[config.mk]
export PLATFORM = sky130hd
export DESIGN_NAME = clk_switch_ctrl
export DESIGN_NICKNAME = d
export VERILOG_FILES = /design/src/rtl/clk_switch_pkg.sv /design/src/rtl/clk_switch_ctrl.sv /design/src/rtl/clk_changeover.sv
export SDC_FILE = /design/constraint.sdc
export NUM_CORES = 1
export LEC_CHECK = 0
export ABC_AREA = 1
export BUFFER_PORTS_ARGS = -buffer_cell sky130_fd_sc_hd__buf_2
export CAP_MARGIN = 15
export CORE_ASPECT_RATIO = 1.4
export CORE_MARGIN = 10
export CORE_UTILIZATION = 54
export CTS_BUF_LIST = sky130_fd_sc_hd__clkbuf_16
export CTS_CLUSTER_SIZE = 30
export DETAILED_ROUTE_END_ITERATION = 6
export PLACE_DENSITY = 0.74
export SLEW_MARGIN = 20
export SYNTH_ARGS = -nofsm -noshare
export SYNTH_HDL_FRONTEND = slang
export SYNTH_SLANG_ARGS = --single-unit
[constraint.sdc]
create_clock -name sys_clk_i -period 2 [get_ports sys_clk_i]
set_input_delay 0.2 -clock sys_clk_i [delete_from_list [all_inputs] [get_ports sys_clk_i]]
set_output_delay 0.2 -clock sys_clk_i [all_outputs]
set_load 0.03 [all_outputs]
[src/rtl/clk_switch_pkg.sv]
// Purpose: Shared constants for the system clock switch control block.
// Assumes: 8-bit registers reached over a plain strobe port.
// Notes:   Register offsets are word indexes on the plain port.
package clk_switch_pkg;
  localparam logic [1:0] ADDR_REQUEST = 2'h0;
  localparam logic [1:0] ADDR_CURRENT = 2'h1;
  localparam logic [1:0] ADDR_CONTROL = 2'h2;
  localparam logic [1:0] ADDR_STATUS  = 2'h3;

  localparam int SRC_MSB = 6;
  localparam int SRC_LSB = 4;
  localparam int DIV_MSB = 3;
  localparam int DIV_LSB = 0;
  localparam int HOLD_BIT = 7;
  localparam int SECONDARY_OSCILLATOR_PWR_BIT = 6;
  localparam int DONE_BIT = 4;
  localparam int NEW_READY_BIT = 3;
  localparam int PLL_READY_BIT = 0;

  localparam logic [2:0] SRC_EXTERNAL     = 3'h7;
  localparam logic [2:0] SRC_HF_1MHZ      = 3'h6;
  localparam logic [2:0] SRC_LF_INTERNAL  = 3'h5;
  localparam logic [2:0] SRC_SECONDARY    = 3'h4;
  localparam logic [2:0] SRC_RESERVED_HI  = 3'h3;
  localparam logic [2:0] SRC_EXT_PLL4     = 3'h2;
  localparam logic [2:0] SRC_HF_PLL2      = 3'h1;
  localparam logic [2:0] SRC_RESERVED_LO  = 3'h0;

  localparam logic [3:0] DIV_HF_RESET     = 4'h2;
  localparam logic [3:0] DIV_OTHER_RESET  = 4'h0;
  localparam logic [3:0] DIV_MAX_CODE     = 4'h9;
  localparam logic [7:0] CONTROL_RESET    = 8'h00;
  localparam logic [7:0] READ_ZERO        = 8'h00;

  typedef enum logic [1:0] {
    SW_IDLE    = 2'b00,
    SW_WAIT    = 2'b01,
    SW_HELD    = 2'b10,
    SW_CHANGE  = 2'b11
  } switch_state_type;
endpackage

[src/rtl/clk_switch_ctrl.sv]
// Purpose: Request, readback and switch handshake for the system clock source.
// Assumes: Fuses are stable levels; oscillator ready lines come from other clocks.
// Notes:   Request and current reset defaults follow the fuses, captured at each reset cycle.
//
// The placing of the registers and strobed register access are this design's own decisions.
`timescale 1ns/1ns

// Overview of operation
// - Source code 7 ext, 6 HF, 5 LF, 4 secondary
// - Requested source resets to reset-source fuse
// - Reserved source write discards whole write
// - Permit fuse low makes request read-only
// - Divider resets 0010 for HF, else 0000
// - Divider code is power of two, 0-9
// - Current register shows source and divider
// - Current equals request after reset
// - Hold set suspends switch, raises interrupt
// - Hold clear at ready performs switch
// - Control bit 6 selects secondary power
// - Done flag set when current equals request
// - New-ready flag only during ready switch
// - Oscillator ready flags in status bits 7-2
// - PLL usable flag in status bit 0
// - Current power-on value is running selection
// - Completion updates current, sets done, clears ready
// - Sleep before changeover start cancels the switch
// - Ready sets new-ready and interrupt together
module clk_switch_ctrl
  import clk_switch_pkg::*;
(
  input  wire logic       sys_clk_i,
  input  wire logic       rst_i,
  input  wire logic [1:0] addr_i,
  input  wire logic [7:0] wdata_i,
  input  wire logic       wr_i,
  input  wire logic       rd_i,
  output logic [7:0]      rdata_o,
  input  wire logic [2:0] reset_source_fuse_i,
  input  wire logic       switch_permit_fuse_i,
  input  wire logic       sleep_i,
  input  wire logic [6:0] osc_ready_i,
  input  wire logic       pll_locked_i,
  output logic            switch_interrupt_flag_o,
  output logic            secondary_osc_power_o,
  output logic [6:0]      mux_select_o,
  output logic            mux_gate_o
);
  // osc_ready_i: [6] ext, [5] HF, [4] MF, [3] LF, [2] secondary, [1] fast RC, [0] PLL input.
  logic [6:0] ready_meta_reg;
  logic [6:0] ready_sync_reg;
  logic       pll_meta_reg;
  logic       pll_sync_reg;

  logic [2:0] requested_source_reg;
  logic [2:0] requested_source_next;
  logic [3:0] requested_divider_reg;
  logic [3:0] requested_divider_next;
  logic [2:0] current_source_reg;
  logic [2:0] current_source_next;
  logic [3:0] current_divider_reg;
  logic [3:0] current_divider_next;
  logic       switch_hold_reg;
  logic       switch_hold_next;
  logic       secondary_osc_power_reg;
  logic       secondary_osc_power_next;
  logic       new_source_ready_reg;
  logic       new_source_ready_next;
  logic       irq_reg;
  logic       irq_next;
  logic [7:0] rdata_reg;
  logic [7:0] rdata_next;
  switch_state_type state_reg;
  switch_state_type state_next;

  logic       switch_pending;
  logic       target_ready;
  logic       change_start;
  logic       change_done;
  logic       request_write;
  logic       source_reserved;
  logic       divider_reserved;
  logic [3:0] fuse_divider;
  logic       pll_usable;
  logic [7:0] status_word;

  // Ready lines come from other oscillators, so each passes two flops.
  always_ff @(posedge sys_clk_i) begin
    if (rst_i) begin
      ready_meta_reg <= 7'h00;
      ready_sync_reg <= 7'h00;
      pll_meta_reg   <= 1'b0;
      pll_sync_reg   <= 1'b0;
    end else begin
      ready_meta_reg <= osc_ready_i;
      ready_sync_reg <= ready_meta_reg;
      pll_meta_reg   <= pll_locked_i;
      pll_sync_reg   <= pll_meta_reg;
    end
  end

  // The PLL only counts as usable when both its lock and its input are good.
  always_comb begin
    pll_usable = 1'b0;
    case (requested_source_reg)
      SRC_EXT_PLL4: pll_usable = pll_sync_reg & ready_sync_reg[6];
      SRC_HF_PLL2:  pll_usable = pll_sync_reg & ready_sync_reg[5];
      default:      pll_usable = pll_sync_reg & ready_sync_reg[0];
    endcase
  end

  always_comb begin
    target_ready = 1'b0;
    case (requested_source_reg)
      SRC_EXTERNAL:    target_ready = ready_sync_reg[6];
      SRC_HF_1MHZ:     target_ready = ready_sync_reg[5];
      SRC_LF_INTERNAL: target_ready = ready_sync_reg[3];
      SRC_SECONDARY:   target_ready = ready_sync_reg[2];
      SRC_EXT_PLL4:    target_ready = pll_usable;
      SRC_HF_PLL2:     target_ready = pll_usable;
      default:         target_ready = 1'b0;
    endcase
  end

  assign fuse_divider = (reset_source_fuse_i == SRC_HF_1MHZ) ? DIV_HF_RESET : DIV_OTHER_RESET;
  assign switch_pending = (requested_source_reg != current_source_reg) ||
                          (requested_divider_reg != current_divider_reg);
  assign request_write = wr_i && (addr_i == ADDR_REQUEST) && switch_permit_fuse_i;
  assign source_reserved = (wdata_i[SRC_MSB:SRC_LSB] == SRC_RESERVED_HI) ||
                           (wdata_i[SRC_MSB:SRC_LSB] == SRC_RESERVED_LO);
  // Reserved divider codes are refused as well so the readback never shows them.
  assign divider_reserved = (wdata_i[DIV_MSB:DIV_LSB] > DIV_MAX_CODE);

  always_comb begin
    requested_source_next    = requested_source_reg;
    requested_divider_next   = requested_divider_reg;
    switch_hold_next         = switch_hold_reg;
    secondary_osc_power_next = secondary_osc_power_reg;
    if (request_write && !source_reserved && !divider_reserved) begin
      requested_source_next  = wdata_i[SRC_MSB:SRC_LSB];
      requested_divider_next = wdata_i[DIV_MSB:DIV_LSB];
    end
    if (wr_i && (addr_i == ADDR_CONTROL)) begin
      switch_hold_next         = wdata_i[HOLD_BIT];
      secondary_osc_power_next = wdata_i[SECONDARY_OSCILLATOR_PWR_BIT];
    end
  end

  always_comb begin
    state_next            = state_reg;
    current_source_next   = current_source_reg;
    current_divider_next  = current_divider_reg;
    new_source_ready_next = new_source_ready_reg;
    irq_next              = 1'b0;
    change_start          = 1'b0;
    case (state_reg)
      SW_IDLE: begin
        new_source_ready_next = 1'b0;
        if (switch_pending && !sleep_i) begin
          state_next = SW_WAIT;
        end
      end
      SW_WAIT: begin
        if (sleep_i || !switch_pending) begin
          state_next = SW_IDLE;
        end else if (target_ready) begin
          new_source_ready_next = 1'b1;
          irq_next              = 1'b1;
          state_next            = switch_hold_reg ? SW_HELD : SW_CHANGE;
          change_start          = !switch_hold_reg;
        end
      end
      SW_HELD: begin
        // Old clock keeps running until software releases, or sleep, a request rewritten to match current or lost ready abandons.
        if (sleep_i || !switch_pending || !target_ready) begin
          new_source_ready_next = 1'b0;
          state_next            = SW_IDLE;
        end else if (!switch_hold_reg) begin
          change_start = 1'b1;
          state_next   = SW_CHANGE;
        end
      end
      SW_CHANGE: begin
        if (change_done) begin
          current_source_next   = requested_source_reg;
          current_divider_next  = requested_divider_reg;
          new_source_ready_next = 1'b0;
          state_next            = SW_IDLE;
        end
      end
      default: state_next = SW_IDLE;
    endcase
  end

  clk_changeover u_changeover (
    .sys_clk_i    (sys_clk_i),
    .rst_i        (rst_i),
    .start_i      (change_start),
    .target_i     ({requested_source_reg, requested_divider_reg}),
    .done_o       (change_done),
    .mux_select_o (mux_select_o),
    .mux_gate_o   (mux_gate_o)
  );

  assign status_word = {ready_sync_reg[6], ready_sync_reg[5], ready_sync_reg[4], ready_sync_reg[3],
                        ready_sync_reg[2], ready_sync_reg[1], 1'b0, pll_usable};

  always_comb begin
    rdata_next = READ_ZERO;
    if (rd_i) begin
      case (addr_i)
        ADDR_REQUEST: rdata_next = {1'b0, requested_source_reg, requested_divider_reg};
        ADDR_CURRENT: rdata_next = {1'b0, current_source_reg, current_divider_reg};
        ADDR_CONTROL: rdata_next = {switch_hold_reg, secondary_osc_power_reg, 1'b0,
                                    !switch_pending, new_source_ready_reg && switch_pending,
                                    3'h0};
        ADDR_STATUS:  rdata_next = status_word;
        default:      rdata_next = READ_ZERO;
      endcase
    end
  end

  always_ff @(posedge sys_clk_i) begin
    if (rst_i) begin
      requested_source_reg    <= reset_source_fuse_i;
      requested_divider_reg   <= fuse_divider;
      current_source_reg      <= reset_source_fuse_i;
      current_divider_reg     <= fuse_divider;
      switch_hold_reg         <= CONTROL_RESET[HOLD_BIT];
      secondary_osc_power_reg <= CONTROL_RESET[SECONDARY_OSCILLATOR_PWR_BIT];
      new_source_ready_reg    <= 1'b0;
      irq_reg                 <= 1'b0;
      rdata_reg               <= READ_ZERO;
      state_reg               <= SW_IDLE;
    end else begin
      requested_source_reg    <= requested_source_next;
      requested_divider_reg   <= requested_divider_next;
      current_source_reg      <= current_source_next;
      current_divider_reg     <= current_divider_next;
      switch_hold_reg         <= switch_hold_next;
      secondary_osc_power_reg <= secondary_osc_power_next;
      new_source_ready_reg    <= new_source_ready_next;
      irq_reg                 <= irq_next;
      rdata_reg               <= rdata_next;
      state_reg               <= state_next;
    end
  end

  // The interrupt flag is a one-cycle request; the interrupt controller keeps it sticky.
  always_comb begin
    switch_interrupt_flag_o = irq_reg;
  end

  assign rdata_o               = rdata_reg;
  assign secondary_osc_power_o = secondary_osc_power_reg;
endmodule

[src/rtl/clk_changeover.sv]
// Purpose: Glitch-free changeover handshake between old and new selection.
// Assumes: Clock gating happens in the analog mux driven by mux_select_o.
// Notes:   The old clock is gated off first, then the new one is enabled.
`timescale 1ns/1ns
module clk_changeover
  import clk_switch_pkg::*;
(
  input  wire logic       sys_clk_i,
  input  wire logic       rst_i,
  input  wire logic       start_i,
  input  wire logic [6:0] target_i,
  output logic            done_o,
  output logic [6:0]      mux_select_o,
  output logic            mux_gate_o
);
  logic [1:0] phase_reg;
  logic [1:0] phase_next;
  logic [6:0] sel_reg;
  logic [6:0] sel_next;
  logic       gate_reg;
  logic       gate_next;

  // The gate stays low for two whole cycles, one each side of the mux select change,
  // so no shortened pulse can pass.
  always_comb begin
    phase_next = phase_reg;
    sel_next   = sel_reg;
    gate_next  = gate_reg;
    case (phase_reg)
      2'h0: begin
        if (start_i) begin
          gate_next  = 1'b0;
          phase_next = 2'h1;
        end
      end
      2'h1: begin
        sel_next   = target_i;
        phase_next = 2'h2;
      end
      2'h2: begin
        gate_next  = 1'b1;
        phase_next = 2'h0;
      end
      default: phase_next = 2'h0;
    endcase
  end

  always_ff @(posedge sys_clk_i) begin
    // Reset loads the fuse selection so the mux runs what the readback reports.
    if (rst_i) begin
      phase_reg <= 2'h0;
      sel_reg   <= target_i;
      gate_reg  <= 1'b1;
    end else begin
      phase_reg <= phase_next;
      sel_reg   <= sel_next;
      gate_reg  <= gate_next;
    end
  end

  assign done_o       = (phase_reg == 2'h2);
  assign mux_select_o = sel_reg;
  assign mux_gate_o   = gate_reg;
endmodule

==> impl_metrics.tcl <==
set metrics [dict create \
    netlist_instances 275 \
    design.die.area_sq_um 7520 \
    irDropWorstVdd_v 0.000662 \
    post_cts_buffers 0 \
    worst_path_dominant_cell_family "simple AND/OR/NAND/NOR gates" \
    mappedNetlistArea_sq_um 2390 \
    synth.lib_cells_used.distinct 34 \
    worstHoldPathType "in -> reg" \
    setup-tns-final_ns 0 \
    ys_dominant_reg_cell "dfxtp_1" \
    synth_fp_nets 307 \
    global_route_wire_length_before_repair_um 9000 \
    post_layout_min_period_ns 1.63 \
    setup_violations 0 \
    io_pins 45 \
    power.switching_w 0.000741 \
    largest_net_degree_at_the_start_of_global_routing 32 \
    finalInstanceArea_sq_um 2850 \
    globalRouteTotalUtil_pct 14.7 \
    critical_path_arrival_ns 1.79 \
    fin_worst_hold_slack_ns 0.110 \
    cell_type_contributing_the_most_total_cell_area_after_synthesis "dfxtp_1" \
    worst_path_largest_cell_delay_ns 0.54 \
    cts_sink_cnt 54 \
    crit_path_end "u_changeover.mux_gate_o" \
    unrepaired_setup_endpoints_after_global_routing "false" \
    synth-warning-count 0 \
    startpoint_type_of_the_worst_setup_path "flip-flop" \
    power.static_leakage_nw 1.34 \
    number_of_enable_type_register_cells_in_the_synthesized_netlist 21 \
    crit_cells 11 \
    dpl-instance-area_sq_um 2680 \
    cap_viol_max_count 0 \
    detail-route-antenna-nets 0 \
    worstSkewPairLatency_ns 0.29 \
    number_of_global_route_vias_before_repair 1960 \
    crit_path_frequent_cell "nand3_1" \
    die_height_um 98.7 \
    detailroute.via_count 1869 \
    fmax_mhz 613 \
    ctsHtreeMaxLevel 2 \
    overflow 0 \
    drtPass1Iterations 4 \
    critical_path.startpoint "requested_source_reg[1]" \
    synth-seq-area-share_pct 54.1 \
    start_util_pct 56.3 \
    critPathSlowestCell "edfxtp_1" \
    port_buffers 44 \
    path_cells "inv_2 -> nand3_1 -> nand3_1 -> nand3_2 -> nand3_2 -> nand2_2 -> inv_2 -> nor2_1 -> nand2_1 -> nand2_1 -> nand3_1" \
    place_congestion 0.931 \
    place.detailed.hpwl_um 4040 \
    netlist_top_cells_area "dfxtp_1 28%, edfxtp_1 26%, nand2_1 9.1%" \
    avgSynthCellArea_sq_um 8.69 \
    floorplan.rows 28 \
    cts_inserted_buffers 5 \
    fillers 346 \
    critPathRequiredTime_ns 2.16 \
    total_power_w 0.00275 \
    detail_route.wl_per_cell_um 13.6 \
    post_cts_resized 0 \
    worst_setup_path_end_kind "flip-flop" \
    synth.most_common_cell "nand2_1" \
    die_width_um 76.2 \
    p_seq_share_pct 46.8 \
    setup.worst_path.class "reg -> reg" \
    power_report.internal_total_w 0.00201 \
    critPathBufInv 2 \
    placeableCoreArea_sq_um 4240 \
    p_sw_share_pct 26.9 \
    finalClockSkew_ns 0.00628 \
    synth-async-reset-ratio_pct 0 \
    clock_path_buffers 2 \
    synth_common_cells "58 x nand2_1, 45 x inv_1, 38 x nor2_1" \
    drt-total-wl_um 5250 \
    areaGrowthSynthToFinish_pct 19.3 \
    clkSlewWorstSetupHoldPaths_ns 0.07 \
    reg2reg_setup_slack_ns 0.37 \
    max_slew.worst_pin.slew_ns 0.461 \
    final-hold-violation-count 0 \
    worst-r2r-cell-count 11 \
    reg2reg_to "u_changeover.mux_gate_o" \
    maxSlewViolCount 0 \
    status "finished clean" \
    synth-seq-cells 54 \
    cts_hold_repair.buffers 0 \
    worst-path-max-fanout 8 \
    part_of_the_cycle_the_worst_path_needs_pct 81.5 \
    r2r-start "requested_source_reg[1]" \
    combinationalPowerShare_pct 17.4 \
    fin_util_pct 67.2 \
    largest_register_ff_count 8 \
    synth_largest_type_area_fraction_pct 27.7 \
    grt_antenna_before_repair 0 \
    drcViolationCount 0 \
    max-slew-margin-rel_pct 69.3 \
    diode_insertion_count_for_antenna_repair 0 \
    final_layout_size_suffix_gt1_share_pct 24.0 \
    drt_iter0_markers 133 \
    via_per_inst 4.85 \
    clock_power_share_pct 35.9 \
    cts_tree "done" \
    final_nets 356 \
    powerDensity_nw_per_um2 966 \
    cts_root_buffer "clkbuf_16" \
]
==> cells by family (layout without fill, tap and decap cells) <==
| kind of cell | after synthesis | in the layout | synth area share [%] |
|---|---|---|---|
| buf+inv | 56 | 106 | 9.59 |
| compound gates | 25 | 25 | 6.92 |
| fa+ha+maj | 5 | 5 | 2.62 |
| simple gates | 130 | 130 | 24.4 |
| flops | 54 | 54 | 54.1 |
| xor+xnor | 5 | 5 | 2.46 |
==> final cells by class <==
type	count	area [sq um]	area share, %
Clock inverter	3	48.8	1.71
Multi-Input combinational cell	165	868	30.5
Inverter	49	184	6.45
Timing Repair Buffer	49	258	9.04
Tap cell	60	75.1	2.63
Sequential cell	54	1290	45.3
Clock buffer	5	125	4.39
==> per-stage QoR <==
step / std cells / setup WS, ns
detailed placement: 377 / 0.401
global placement: 377 / 0.433
floorplan: 275 / 0.119
global route: 385 / 0.170
finish: 385 / 0.370
CTS: 385 / 0.382
==> metal layers <==
layer	wire length, um	GRT usage (%)	up-vias
li1	-	-	965
met1	2160	15.6	844
met2	2740	26.4	54
met3	273	4.18	6
met4	74	6.46	0
met5	0	0	-
==> placed cells by master (no fill, tap or decap), types with 4 or more instances in the layout <==
master	n
nand2_1	58
inv_1	45
buf_2	44
nor2_1	38
dfxtp_1	33
edfxtp_1	21
nand3_1	16
o21ai_0	8
a21oi_1	7
ha_1	5
clkbuf_16	5
buf_4	5
inv_2	4
nand3_2	4
==> how the worst min path moves through the flow <==
stage,cells after the start,start,slack (ns),to
after floorplan,2,pll_locked_i,0.31,pll_meta_reg
after global placement,2,ready_meta_reg[3],0.39,ready_sync_reg[3]
after detailed placement,2,ready_meta_reg[0],0.39,ready_sync_reg[0]
after CTS,3,osc_ready_i[5],0.10,ready_meta_reg[5]
after global routing,3,osc_ready_i[5],0.11,ready_meta_reg[5]
final,3,osc_ready_i[6],0.11,ready_meta_reg[6]
==> worst min-delay path, cell delays in order <==
cell and delay, ns:
buf_2 0.07, inv_1 0.03, nor2_1 0.06
==> power groups by stage <==
stage | clock network (W) | logic [W] | registers, W
after floorplan | 0 | 0.000338 | 0.00133
after global placement | 0 | 0.000469 | 0.00131
after detailed placement | 0 | 0.000477 | 0.00131
after CTS | 0.00101 | 0.000479 | 0.00129
after global routing | 0.00105 | 0.000546 | 0.00130
final | 0.000987 | 0.000478 | 0.00129
Note: power is estimated with default switching activity, not from simulation.
